### src/shared/dvc_pkg.sv
package dvc_pkg;

    // ------------------------------------------------------------
    // special-purpose register numbers
    // ------------------------------------------------------------
    localparam logic [9:0] SPR_STATUS = 10'h3F0;
    localparam logic [9:0] SPR_CTRL1  = 10'h3BD;
    localparam logic [9:0] SPR_REF1   = 10'h3B6;
    localparam logic [9:0] SPR_REF2   = 10'h3B7;

    // ------------------------------------------------------------
    // debug_control_one fields (msb-0 bit n sits at [31-n])
    // ------------------------------------------------------------
    localparam int CTL_LOAD1_EN    = 31;
    localparam int CTL_LOAD2_EN    = 30;
    localparam int CTL_STORE1_EN   = 29;
    localparam int CTL_STORE2_EN   = 28;
    localparam int CTL_KIND1_LO    = 18;
    localparam int CTL_KIND2_LO    = 16;
    localparam int CTL_LANES1_LO   = 12;
    localparam int CTL_LANES2_LO   = 8;
    localparam logic [31:0] CTL_WRITABLE = 32'hFFCF_FF00;
    localparam logic [31:0] CTL_RESET    = 32'h0000_0000;

    // ------------------------------------------------------------
    // debug_event_status fields
    // ------------------------------------------------------------
    localparam int STS_COMPLETION  = 31;
    localparam int STS_BRANCH      = 30;
    localparam int STS_EXCEPTION   = 29;
    localparam int STS_TRAP        = 28;
    localparam int STS_UNCOND      = 27;
    localparam int STS_FETCH1      = 26;
    localparam int STS_FETCH2      = 25;
    localparam int STS_LOAD1       = 24;
    localparam int STS_STORE1      = 23;
    localparam int STS_LOAD2       = 22;
    localparam int STS_STORE2      = 21;
    localparam int STS_IMPRECISE   = 20;
    localparam int STS_FETCH3      = 19;
    localparam int STS_FETCH4      = 18;
    localparam int STS_RESET_LO    = 8;
    localparam logic [31:0] STS_FLAGS = 32'hFFFC_0000;

    // ------------------------------------------------------------
    // types
    // ------------------------------------------------------------
    typedef enum logic [1:0] {
        DVC_MODE_UNDEF = 2'b00,
        DVC_MODE_AND   = 2'b01,
        DVC_MODE_OR    = 2'b10,
        DVC_MODE_ANDOR = 2'b11
    } dvc_mode_e;

    typedef enum logic [1:0] {
        DVC_RST_NONE   = 2'b00,
        DVC_RST_CORE   = 2'b01,
        DVC_RST_CHIP   = 2'b10,
        DVC_RST_SYSTEM = 2'b11
    } dvc_reset_e;

    typedef struct packed {
        logic        valid;
        logic        store;
        logic        addrHit1;
        logic        addrHit2;
        logic [31:0] data;
    } dvc_access_s;

    typedef struct packed {
        logic       completion;
        logic       branch;
        logic       exception;
        logic       trap;
        logic       uncond;
        logic [3:0] fetch;
    } dvc_event_s;

    typedef struct packed {
        logic        read;
        logic        write;
        logic [9:0]  num;
        logic [31:0] data;
    } dvc_spr_s;

endpackage
### src/rtl/dvc_debug_status.sv
// Behaviour
// - comparator 1 mode at control bits 12:13
// - comparator 2 mode at bits 14:15
// - AND: all enabled bytes equal reference
// - OR: any enabled byte equals reference
// - AND-OR: either halfword with both lanes enabled equals reference halfword
// - comparator 1 lane enables at bits 16:19
// - comparator 2 lane enables at bits 20:23
// - status bits 0-4 record five event kinds
// - fetch and data compare events in status
// - gated-off event sets imprecise flag bit 11
// - every reset loads its kind into bits 22:23
// - cleared reset field reads 00 until reset
// - separate load and store enables per comparator
`timescale 1ns/1ps
module dvc_debug_status #(
    parameter int DataWidth = 32
) (
    // clock and reset
    input  wire logic                 clk,
    input  wire logic                 rst,
    input  wire dvc_pkg::dvc_reset_e  resetKind,
    // special-purpose register port
    input  wire dvc_pkg::dvc_spr_s    spr,
    output logic [31:0]               sprReadData,
    output logic                      sprReadValid,
    // pipeline events
    input  wire dvc_pkg::dvc_event_s  events,
    input  wire dvc_pkg::dvc_access_s access,
    input  wire logic                 exceptionGateBit,
    // results
    output logic                      valueMatch1,
    output logic                      valueMatch2,
    output logic                      debugEventPending
);

    if (DataWidth != 32) begin : gChk
        $error("dvc_debug_status serves 32-bit data only");
    end

    // ------------------------------------------------------------
    // helpers
    // ------------------------------------------------------------
    function automatic logic [3:0] laneField(input logic [31:0] ctl, input int lo);
        laneField = ctl[lo +: 4];
    endfunction

    function automatic dvc_pkg::dvc_mode_e kindField(input logic [31:0] ctl, input int lo);
        kindField = dvc_pkg::dvc_mode_e'(ctl[lo +: 2]);
    endfunction

    // ------------------------------------------------------------
    // state
    // ------------------------------------------------------------
    logic [31:0] debugControlOne;
    logic [31:0] valueMatch1Reference;
    logic [31:0] valueMatch2Reference;
    logic [31:0] debugEventStatus;
    logic [31:0] next_debugControlOne;
    logic [31:0] next_valueMatch1Reference;
    logic [31:0] next_valueMatch2Reference;
    logic [31:0] next_debugEventStatus;
    logic [31:0] next_sprReadData;
    logic        next_sprReadValid;
    logic        next_valueMatch1;
    logic        next_valueMatch2;
    logic        next_debugEventPending;

    logic        rawMatch1;
    logic        rawMatch2;
    logic        dataOk1;
    logic        dataOk2;
    logic [31:0] hits;
    logic [31:0] clearMask;
    logic        anyHit;

    // ------------------------------------------------------------
    // value comparators
    // ------------------------------------------------------------
    dvc_value_compare #(
        .DataWidth (DataWidth)
    ) uCmp1 (
        .data      (access.data),
        .reference (valueMatch1Reference),
        .lanes     (laneField(debugControlOne, dvc_pkg::CTL_LANES1_LO)),
        .kind      (kindField(debugControlOne, dvc_pkg::CTL_KIND1_LO)),
        .match     (rawMatch1)
    );

    dvc_value_compare #(
        .DataWidth (DataWidth)
    ) uCmp2 (
        .data      (access.data),
        .reference (valueMatch2Reference),
        .lanes     (laneField(debugControlOne, dvc_pkg::CTL_LANES2_LO)),
        .kind      (kindField(debugControlOne, dvc_pkg::CTL_KIND2_LO)),
        .match     (rawMatch2)
    );

    // ------------------------------------------------------------
    // event gathering
    // ------------------------------------------------------------
    always_comb begin
        // no lanes enabled means address match alone counts
        dataOk1 = (laneField(debugControlOne, dvc_pkg::CTL_LANES1_LO) == 4'h0) || rawMatch1;
        dataOk2 = (laneField(debugControlOne, dvc_pkg::CTL_LANES2_LO) == 4'h0) || rawMatch2;
        hits = 32'h0000_0000;
        hits[dvc_pkg::STS_COMPLETION] = events.completion;
        hits[dvc_pkg::STS_BRANCH]     = events.branch;
        hits[dvc_pkg::STS_EXCEPTION]  = events.exception;
        hits[dvc_pkg::STS_TRAP]       = events.trap;
        hits[dvc_pkg::STS_UNCOND]     = events.uncond;
        hits[dvc_pkg::STS_FETCH1]     = events.fetch[0];
        hits[dvc_pkg::STS_FETCH2]     = events.fetch[1];
        hits[dvc_pkg::STS_FETCH3]     = events.fetch[2];
        hits[dvc_pkg::STS_FETCH4]     = events.fetch[3];
        hits[dvc_pkg::STS_LOAD1]  = access.valid && !access.store && access.addrHit1
                                    && debugControlOne[dvc_pkg::CTL_LOAD1_EN] && dataOk1;
        hits[dvc_pkg::STS_STORE1] = access.valid && access.store && access.addrHit1
                                    && debugControlOne[dvc_pkg::CTL_STORE1_EN] && dataOk1;
        hits[dvc_pkg::STS_LOAD2]  = access.valid && !access.store && access.addrHit2
                                    && debugControlOne[dvc_pkg::CTL_LOAD2_EN] && dataOk2;
        hits[dvc_pkg::STS_STORE2] = access.valid && access.store && access.addrHit2
                                    && debugControlOne[dvc_pkg::CTL_STORE2_EN] && dataOk2;
        anyHit = |hits;
        // event still recorded; gate closed marks it imprecise
        hits[dvc_pkg::STS_IMPRECISE] = anyHit && !exceptionGateBit;
    end

    // ------------------------------------------------------------
    // register next values
    // ------------------------------------------------------------
    always_comb begin
        next_debugControlOne      = debugControlOne;
        next_valueMatch1Reference = valueMatch1Reference;
        next_valueMatch2Reference = valueMatch2Reference;
        clearMask                 = 32'h0000_0000;

        if (spr.write) begin
            case (spr.num)
                dvc_pkg::SPR_CTRL1: begin
                    next_debugControlOne = spr.data & dvc_pkg::CTL_WRITABLE;
                end
                dvc_pkg::SPR_REF1: begin
                    next_valueMatch1Reference = spr.data;
                end
                dvc_pkg::SPR_REF2: begin
                    next_valueMatch2Reference = spr.data;
                end
                dvc_pkg::SPR_STATUS: begin
                    clearMask = spr.data;
                end
                default: begin
                    clearMask = 32'h0000_0000;
                end
            endcase
        end

        // set beats clear for the same bit in the same cycle
        next_debugEventStatus = ((debugEventStatus & ~clearMask) | hits)
                                & dvc_pkg::STS_FLAGS;
        // reset kind is held until the next reset or a clear
        next_debugEventStatus[dvc_pkg::STS_RESET_LO +: 2] =
            debugEventStatus[dvc_pkg::STS_RESET_LO +: 2]
            & ~clearMask[dvc_pkg::STS_RESET_LO +: 2];

        if (rst) begin
            next_debugControlOne      = dvc_pkg::CTL_RESET;
            next_valueMatch1Reference = 32'h0000_0000;
            next_valueMatch2Reference = 32'h0000_0000;
            next_debugEventStatus     = 32'h0000_0000;
            next_debugEventStatus[dvc_pkg::STS_RESET_LO +: 2] = resetKind;
        end
    end

    // ------------------------------------------------------------
    // read path and result outputs
    // ------------------------------------------------------------
    always_comb begin
        next_sprReadData  = 32'h0000_0000;
        next_sprReadValid = spr.read;
        if (spr.read) begin
            case (spr.num)
                dvc_pkg::SPR_CTRL1:  next_sprReadData = debugControlOne;
                dvc_pkg::SPR_REF1:   next_sprReadData = valueMatch1Reference;
                dvc_pkg::SPR_REF2:   next_sprReadData = valueMatch2Reference;
                dvc_pkg::SPR_STATUS: next_sprReadData = debugEventStatus;
                default:             next_sprReadData = 32'h0000_0000;
            endcase
        end
        next_valueMatch1       = access.valid && rawMatch1;
        next_valueMatch2       = access.valid && rawMatch2;
        next_debugEventPending = |(next_debugEventStatus & dvc_pkg::STS_FLAGS);
        if (rst) begin
            next_sprReadData       = 32'h0000_0000;
            next_sprReadValid      = 1'b0;
            next_valueMatch1       = 1'b0;
            next_valueMatch2       = 1'b0;
            next_debugEventPending = 1'b0;
        end
    end

    // ------------------------------------------------------------
    // registers
    // ------------------------------------------------------------
    always_ff @(posedge clk) begin
        debugControlOne      <= next_debugControlOne;
        valueMatch1Reference <= next_valueMatch1Reference;
        valueMatch2Reference <= next_valueMatch2Reference;
        debugEventStatus     <= next_debugEventStatus;
        sprReadData          <= next_sprReadData;
        sprReadValid         <= next_sprReadValid;
        valueMatch1          <= next_valueMatch1;
        valueMatch2          <= next_valueMatch2;
        debugEventPending    <= next_debugEventPending;
    end

endmodule

### src/rtl/dvc_value_compare.sv
`timescale 1ns/1ps
module dvc_value_compare #(
    parameter int DataWidth = 32
) (
    // operands
    input  wire logic [DataWidth-1:0] data,
    input  wire logic [DataWidth-1:0] reference,
    // settings
    input  wire logic [3:0]           lanes,
    input  wire dvc_pkg::dvc_mode_e   kind,
    // result
    output logic                      match
);

    if (DataWidth != 32) begin : gChk
        $error("dvc_value_compare serves 32-bit data only");
    end

    logic [3:0] laneEq;
    logic       upperHit;
    logic       lowerHit;

    always_comb begin
        for (int k = 0; k < 4; k++) begin
            laneEq[k] = (data[8*k +: 8] == reference[8*k +: 8]);
        end
        upperHit = (lanes[3:2] == 2'h3) && (laneEq[3:2] == 2'h3);
        lowerHit = (lanes[1:0] == 2'h3) && (laneEq[1:0] == 2'h3);
        case (kind)
            // no lane enabled never matches
            dvc_pkg::DVC_MODE_AND:   match = (lanes != 4'h0) && ((laneEq & lanes) == lanes);
            dvc_pkg::DVC_MODE_OR:    match = |(laneEq & lanes);
            dvc_pkg::DVC_MODE_ANDOR: match = upperHit || lowerHit;
            default:                 match = 1'b0;
        endcase
    end

endmodule

### config.mk
export PLATFORM = sky130hd
export DESIGN_NAME = dvc_debug_status
export DESIGN_NICKNAME = d
export VERILOG_FILES = /design/src/shared/dvc_pkg.sv /design/src/rtl/dvc_debug_status.sv /design/src/rtl/dvc_value_compare.sv
export SDC_FILE = /design/constraint.sdc
export NUM_CORES = 1
export LEC_CHECK = 0
export BUFFER_PORTS_ARGS = -buffer_cell sky130_fd_sc_hd__buf_2
export CAP_MARGIN = 30
export CORE_MARGIN = 2
export CORE_UTILIZATION = 59
export CTS_CLUSTER_DIAMETER = 80
export DETAILED_ROUTE_END_ITERATION = 7
export PLACE_DENSITY = 0.81
export SYNTH_ARGS = -nofsm -noshare
export SYNTH_HDL_FRONTEND = slang
export SYNTH_SLANG_ARGS = --single-unit
### constraint.sdc
create_clock -name clk -period 6.2 [get_ports clk]
set_input_delay 0 -clock clk [delete_from_list [all_inputs] [get_ports clk]]
set_output_delay 0 -clock clk [all_outputs]
set_load 0.005 [all_outputs]
# --- Yosys cells after proc, flatten, opt, wreduce, memory -nomap -nowiden ---
# Cells that the tools add are included.
totals:
  ff_bits: 154
  in_bits: 94
  elab_cells: 92
op_classes:
  eq_ne: 28
  mux: 6
  n_bitwise: 8
  n_reduce_logical: 41
ops:
  columns: ["op", "count"]
  rows:
  - ["32-bit one-hot mux with 4 select lines", 1]
  - ["32-bit two-way mux", 3]
  - ["8-bit == test", 8]
  - ["10-bit == test (second input constant)", 4]
  - ["32-bit bitwise AND", 1]
  - ["32-bit NOT", 1]
  - ["32-bit OR", 1]
  - ["2-bit == test (second input constant)", 12]
  - ["1-bit logical AND", 23]
  - ["14-bit OR reduction", 1]
  - ["13-bit OR reduction", 1]
  - ["4-bit bitwise AND", 2]
  - ["4-bit == test", 2]
  - ["4-bit zero test", 2]
  - ["4-bit nonzero test", 2]
  - ["4-bit OR reduction", 2]
  - ["1-bit one-hot mux with 3 select lines", 2]
  - ["2-bit AND reduction", 3]
  - ["2-bit by 1-bit == test with 1-bit output (second input constant)", 2]
  - ["1-bit logical OR", 4]
  - ["2-bit bitwise AND", 1]
  - ["1-bit zero test", 2]
  - ["2-bit NOT", 1]
  - ["2-bit OR reduction", 1]
  - ["1-bit NOT", 1]

# --- Longest topological paths before layout ---
# Gate-level depths: netlist of run 1.
logic_depth:
  ltp_word: 12
  depth_mapped: 10
  ltp_nobuf: 9

# --- By module ---
# From an unflattened synthesis of run 1, not the netlist that was laid out.
hier_totals:
  hier_cells: 771
  area_unflattened_um2: 6203.4
by_module_without_submodules:
  columns: ["module", "instances", "cells_per_inst", "area_per_inst_um2", "seq_area_each_um2"]
  rows:
  - ["dvc_debug_status", 1, 653, 5295.1, 2762.6]
  - ["dvc_value_compare", 2, 59, 454.2, 0.0]

# --- Least setup slack after synthesis of run 1 ---
# Ideal clock, no wire load.
synth_path:
  path_kind: "reg2reg"
  from: "reg valueMatch2Reference[15]"
  to: "reg debugEventPending"
  setup_ps: 82
  arrival_ps: 2350
  required_ps: 6118
  setup_slack_ps: 3768
  stages_incl_launch_ff: 10
  synth_period_minus_slack_ps: 2432
  cell_sequence: "dfxtp_1 -> xor2_1 -> nor4_1 -> a21boi_1 -> or4b_1 -> a2111oi_2 -> nor3_1 -> o311a_1 -> a41o_1 -> o221ai_1"
synth_via:
  elab_chain_len: 12
synth_rtl:
  columns: ["element", "line", "source"]
  rows:
  - ["from (decl)", "dvc_debug_status.sv:57", "logic [31:0] valueMatch2Reference;"]
  - ["from (signal assigned)", "dvc_debug_status.sv:209", "valueMatch2Reference <= next_valueMatch2Reference;"]
  - ["8-bit == test (*)", "dvc_value_compare.sv:25", "laneEq[k] = (data[8*k +: 8] == reference[8*k +: 8]);"]
  - ["4-bit bitwise AND / 2-bit == test (equally long branches)", "dvc_value_compare.sv:31, dvc_value_compare.sv:32, dvc_value_compare.sv:28", null]
  - ["4-bit == test / 1-bit logical AND (equally long branches)", "dvc_value_compare.sv:31, dvc_value_compare.sv:28", null]
  - ["1-bit logical AND / 1-bit logical OR (equally long branches)", "dvc_value_compare.sv:31, dvc_value_compare.sv:33", null]
  - ["1-bit one-hot mux with 3 select lines (*)", "dvc_value_compare.sv:29", "case (kind)"]
  - ["1-bit logical OR (*)", "dvc_debug_status.sv:106", "dataOk2 = (laneField(debugControlOne, dvc_pkg::CTL_LANES2_LO) == 4'h0) || rawMatch2;"]
  - ["1-bit logical AND (on tied branches)", "dvc_debug_status.sv:124, dvc_debug_status.sv:122", null]
  - ["13-bit OR reduction", "dvc_debug_status.sv:125", "anyHit = |hits;"]
  - ["1-bit logical AND", "dvc_debug_status.sv:127", "hits[dvc_pkg::STS_IMPRECISE] = anyHit && !exceptionGateBit;"]
  - ["32-bit OR (*)", "dvc_debug_status.sv:160", "next_debugEventStatus = ((debugEventStatus & ~clearMask) | hits)"]
  - ["32-bit two-way mux (*)", "dvc_debug_status.sv:167", "if (rst) begin"]
  - ["14-bit OR reduction (*)", "dvc_debug_status.sv:193", "next_debugEventPending = |(next_debugEventStatus & dvc_pkg::STS_FLAGS);"]
  - ["to (signal assigned)", "dvc_debug_status.sv:215", "debugEventPending <= next_debugEventPending;"]
  - ["to (decl)", "dvc_debug_status.sv:34", "output logic debugEventPending"]
# Every way passes the cells marked *; elsewhere a longest branch is shown, timed or not.
# A chain may end at the register's enable or synchronous reset.

# --- Worst setup path after layout of run 1 ---
layout_path:
  from: "reg valueMatch2Reference[15]"
  to: "reg debugEventStatus[20]"
layout_via:
  elab_chain_len: 11
layout_rtl:
  columns: ["element", "line", "source"]
  rows:
  - ["8-bit == test (*)", "dvc_value_compare.sv:25", null]
  - ["4-bit bitwise AND / 2-bit == test (equally long branches)", "dvc_value_compare.sv:31, dvc_value_compare.sv:32, dvc_value_compare.sv:28", null]
  - ["4-bit == test / 1-bit logical AND (equally long branches)", "dvc_value_compare.sv:31, dvc_value_compare.sv:28", null]
  - ["1-bit logical AND / 1-bit logical OR (equally long branches)", "dvc_value_compare.sv:31, dvc_value_compare.sv:33", null]
  - ["1-bit one-hot mux with 3 select lines (*)", "dvc_value_compare.sv:29", null]
  - ["1-bit logical OR (*)", "dvc_debug_status.sv:106", null]
  - ["1-bit logical AND (on tied branches)", "dvc_debug_status.sv:124, dvc_debug_status.sv:122", null]
  - ["13-bit OR reduction (*)", "dvc_debug_status.sv:125", null]
  - ["1-bit logical AND (*)", "dvc_debug_status.sv:127", null]
  - ["32-bit OR (*)", "dvc_debug_status.sv:160", null]
  - ["32-bit two-way mux (*)", "dvc_debug_status.sv:167", null]
  - ["named net next_debugEventStatus[20]", "dvc_debug_status.sv:62", "logic [31:0] next_debugEventStatus;"]
  - ["to (signal assigned)", "dvc_debug_status.sv:210", "debugEventStatus <= next_debugEventStatus;"]
  - ["to (decl)", "dvc_debug_status.sv:58", "logic [31:0] debugEventStatus;"]
# Mark *: on every way through the listed nets, which the timed path passes. The rest lies on a longest branch.

==> results.tsv, run 1 <==
metric	value	unit
run_status	completed	
die_area	11300	um^2
hpwl	11800	um
clock_path_buffers	2	
via_per_inst	6.08	
cts_tree	done	
drive_above_1_share	21.8	%
antenna_left	0	
grt_pass1_vias	6369	
yosys_warnings	0	
syn_inst	740	
p_per_area	251	nW/um^2
insertion_delay	530	ps
final_nets	999	
final_common_cell	nand2_1	
ys_seq_elements	138	
track_usage	35.8	%
cts_sinks	138	
vias	6407	
grt_start_max_net_pins	61	
synth_area	6150	um^2
die_h	106	um
cts_buffers	17	
grt-busiest-layer	met2	
synth_area_per_cell	8.32	um^2
grtUsageMet1	41.8	%
fmax	303	MHz
final_cell_mix	nand2_1, dfxtp_1, buf_2, a21oi_1, xor2_1	
relSlewSlack	32.8	%
critPathArrivalTime	3760	ps
hold_viol_final	0	
p_leak	3.29	nW
cts_max_level	4	
io_buffers	129	
gp_congestion	0.979	
fin_cells	1053	
syn2layout_area_growth	29.9	%
rows	37	
antenna_found_initial	0	
initial_utilization	60.1	%
post-route-min-period	3300	ps
synth-async-reset-ratio	0	%
finalMaxSlewViolations	0	
fin_ws	2900	ps
worst_setup_path_end_kind	register	
drv_cap	0	
ctsHoldBuffers	55	
crit_path_start_kind	register	
vdd_drop_max	0.000147	V
cts-root-buf	clkbuf_8	
use_met2	59.3	%
ctsResizeCount	0	
drt_pass1_iterations	6	
seq_area_frac_synth	44.9	%
clk_pin_slew	60	ps
worstPathRequired	6670	ps
tns	0	ps
grt_pass1_wl	31300	um
yosysUniqueCellTypes	46	
use_met3	8.77	%
slowest_stage	dlygate4sd3_1	
worst-setup-path-type	reg2reg	
detail_route.wl_per_cell	19.1	um
fin_crit_sh	53.2	%
coreArea	10200	um^2
io-pin-count	130	
fin_skew	5.11	ps
drt_wl_total	20100	um
die_x	106	um
setup_viol	0	
tightest_slew	1010	ps
dp.cells	966	
rsz0062_at_grt	false	
drtIter0Drc	622	
critPathMaxFanout	4	
cp_cell_sequence	xor2_1 -> nor4_1 -> a21boi_1 -> or4b_1 -> a2111oi_2 -> nor3_1 -> nor2_1 -> a311oi_1 -> o22ai_1 -> dlygate4sd3_1	
drcViolationCount	0	
hp-class	in2reg	
grt_overflow	0	
synth_edf_count	0	
diodes	0	
synth_flop_cell	dfxtp_1	
syn_nets	834	
cpPeakStageDelay	580	ps
place_ws	2650	ps
cts_setup_buffers	0	
==> path summary, 6_finish.rpt <==
kind,from,endpoint,slack [ps],cells after the start
min reg2reg,debugControlOne[26],debugControlOne[26],450,2
max reg2reg,valueMatch2Reference[15],debugEventStatus[20],2900,10
max,valueMatch2Reference[15],debugEventStatus[20],2900,10
min,spr[32],sprReadData[4],50,3
==> synthesized netlist by cell type, drive strengths merged (4+ instances only) <==
| cell | n | area (um^2) |
|---|---|---|
| nor3 | 4 | 20.0 |
| nor4 | 19 | 125 |
| nand2 | 197 | 739 |
| dfxtp | 138 | 2760 |
| a21oi | 91 | 455 |
| a21boi | 8 | 60.1 |
| a311oi | 6 | 52.6 |
| mux2i | 8 | 80.1 |
| nand3 | 13 | 65.1 |
| xor2 | 64 | 561 |
| mux2 | 24 | 270 |
| inv | 8 | 30.0 |
| a222oi | 14 | 140 |
| a22oi | 11 | 82.6 |
| clkbuf | 42 | 158 |
| nor2 | 47 | 176 |
| nand4 | 5 | 31.3 |
==> stage by stage <==
step,power (mW),cell area [um^2],utilization (%),hold slack [ps]
2_1_floorplan,0.964,6150,-,79.3
3_3_place_gp,1.02,6860,67.1,231
3_5_place_dp,1.03,6860,67.1,238
4_1_cts,1.99,7970,77.9,40.4
5_1_grt,2.05,7990,78.1,55.1
6_report,2.00,7990,78.1,45.6
==> where the power goes <==
group          internal, mW  total [mW]  switching [mW]
Combinational        0.0690       0.146          0.0773
Sequential            0.894       0.898         0.00426
Clock                 0.587       0.959           0.372
==> metal layers <==
layer / wire length (um) / up-vias / share of wire (%)
li1: - / 2887 / -
met1: 7490 / 3011 / 37
met2: 9730 / 411 / 48
met3: 1950 / 98 / 9.7
met4: 946 / 0 / 4.7
met5: 0 / - / 0
==> worst max-delay path: cells and delay by family (launching register included) <==
kind,cells,cell delay (ps)
flops,1,330
xor+xnor,1,180
compound gates,4,750
buf+inv,1,580
simple gates,4,1390
==> layout make-up <==
type | count | area [um^2]
multi-input combinational | 549 | 3210
sequential | 138 | 2760
fill | 647 | 2240
timing repair buffer | 191 | 1270
clock buffer | 22 | 453
tap | 136 | 170
clock inverter | 9 | 97.6
inverter | 8 | 30.0
==> state kept, by name (all words and copies together) (netlist names) <==
register / cells
debugEventStatus: 16
valueMatch2Reference: 32
debugEventPending: 1
sprReadData: 32
valueMatch2: 1
valueMatch1Reference: 32
valueMatch1: 1
sprReadValid: 1
debugControlOne: 22
==> cell families after synthesis <==
logic type | share of synthesized area (%)
compound gates | 15.2
xor+xnor | 9.11
buf+inv | 3.38
flops | 44.9
mux | 5.69
simple gates | 21.7
Power figures use the tool's default switching activity.
==> inputs of run 2 (changes only) <==
- CORE_UTILIZATION: 59 -> 55
- PLACE_DENSITY: 0.81 -> 0.76
- clock period: 6.2 -> 3.3 ns (I/O delays scaled with it)
==> results.tsv, run 2 (same netlist as run 1, synthesis figures left out) <==
metric	value	unit	change
run_status	completed		
final_cell_mix	nand2_1, dfxtp_1, buf_2, a21oi_1, xor2_1		
worstPathRequired	3780	ps	-2890 ps
rr_endpoint	debugEventStatus[20]		
syn2layout_area_growth	30.8	%	
die_x	110	um	+3.4%
gp_congestion	0.987		+0.88%
track_usage	33.4	%	-2.4 points
holdCritStartpoint	rst		
cts_tree	done		
rsz0062_at_grt	false		
r2r_cells	9		-1
r2r_slack	150	ps	-2750 ps
antenna_found_initial	0		unchanged
fmax	318	MHz	+4.7%
clk_pin_slew	60	ps	about the same
p_per_area	455	nW/um^2	+82%
path_delay_family	simple AND/OR/NAND/NOR gates		
final_common_cell	nand2_1		
cts_sinks	138		unchanged
hold_depth	2		-1
cpPeakStageDelay	610	ps	+30 ps
relSlewSlack	40.5	%	+7.6 points
crit_path_start_kind	register		
critPathArrivalTime	3630	ps	-130 ps
critPathMaxFanout	3		-1
cp_cell_sequence	xor2_1 -> nor4_1 -> a21boi_0 -> nor3_1 -> nand4b_1 -> a311oi_1 -> a311oi_1 -> o22ai_1 -> dlygate4sd3_1		
drive_above_1_share	22.3	%	+0.46 points
final_nets	1010		+1.1%
io-pin-count	130		unchanged
cts_setup_buffers	0		unchanged
final_util	73.9	%	-4.2 points
insertion_delay	540	ps	about the same
via_per_inst	5.88		-3.3%
hpwl	12800	um	+8.1%
rows	38		+2.7%
grt_pass1_vias	6270		-1.6%
vdd_drop_max	0.000392	V	+170%
path_buf_inv	1		unchanged
min_to	valueMatch2Reference[25]		
drtIter0Drc	565		-9.2%
crit_top_cell	a311oi_1		
drcViolationCount	0		unchanged
drt_wl_total	19400	um	-3.8%
die_h	110	um	+3.4%
detail_route.wl_per_cell	18.2	um	-4.9%
post-route-min-period	3150	ps	-148 ps
hold_viol_final	0		unchanged
worst_setup_path_end_kind	register		
setup_viol	0		unchanged
tightest_slew	891	ps	-117 ps
die_area	12100	um^2	+7.0%
fin_skew	5.26	ps	+0.146 ps
drv_cap	0		unchanged
io_buffers	129		unchanged
clock_path_buffers	2		unchanged
hp-class	in2reg		
coreArea	10900	um^2	+6.4%
vias	6267		-2.2%
finalMaxSlewViolations	0		unchanged
fin_crit_sh	95.4	%	+42 points
reg2reg_from	valueMatch1Reference[7]		
grt_start_max_net_pins	40		-34%
grt_overflow	0		unchanged
cts_max_level	4		unchanged
top_regs	sprReadData (32), valueMatch1Reference (32), valueMatch2Reference (32)		
initial_utilization	56.5	%	-3.6 points
antenna_left	0		unchanged
p_leak	3.33	nW	+1.2%
tns	0	ps	unchanged
slowest_stage	nor4_1		
cts_buffers	17		unchanged
worst-setup-path-type	reg2reg		
diodes	0		unchanged
drt_pass1_iterations	5		-1
grt_pass1_wl	30200	um	-3.3%
cts-root-buf	clkbuf_8		
==> run 2: worst max path at each step <==
stage,startpoint,to,slack (ps),cells past startpoint
floorplan,valueMatch2Reference[15],debugEventPending,870,9
global placement,spr[32],debugEventPending,610,10
detailed placement,spr[32],debugEventPending,480,10
CTS,valueMatch2Reference[13],debugEventStatus[21],160,9
global route,valueMatch2Reference[13],debugEventStatus[21],7,9
finish,valueMatch1Reference[7],debugEventStatus[20],150,9
==> run 2: cell type report <==
type | instances | area (um^2)
Clock inverter | 2 | 10.0
Timing Repair Buffer | 202 | 1340
Sequential cell | 138 | 2760
Multi-Input combinational cell | 549 | 3210
Inverter | 8 | 30.0
Fill cell | 812 | 2840
Clock buffer | 26 | 518
Tap cell | 140 | 175
==> run 2: power by group <==
part	total, mW	switching (mW)	internal [mW]
clock network	1.71	0.661	1.04
registers	1.69	0.00755	1.68
logic	0.273	0.142	0.131
==> run 2: what timing repair did <==
action / CTS / global route
hold endpoints to repair: 107 / 0
endpoints found under the setup margin: 0 / 2
gates resized for setup: 0 / 2
hold buffers: 59 / 0
==> run 2: routing by layer <==
metal,track usage [%],up-vias,wire length (um)
met3,7.82,74,1490
met2,54.9,342,9270
li1,-,2895,-
met4,20.2,0,845
met1,39.5,2956,7760
met5,0,-,0
==> run 2: metrics by stage <==
| step | instances | total power [mW] | instance area [um^2] | setup slack, ps | hold WS [ps] |
|---|---|---|---|---|---|
| 2_1_floorplan | 740 | 1.81 | 6150 | 868 | 79.3 |
| 5_1_grt | 1065 | 3.77 | 8050 | 6.55 | 52.6 |
| 3_3_place_gp | 978 | 1.93 | 6920 | 608 | 224 |
| 3_5_place_dp | 978 | 1.93 | 6920 | 482 | 238 |
| 4_1_cts | 1065 | 3.67 | 8040 | 164 | 1.84 |
| 6_report | 1065 | 3.67 | 8050 | 151 | 14.2 |
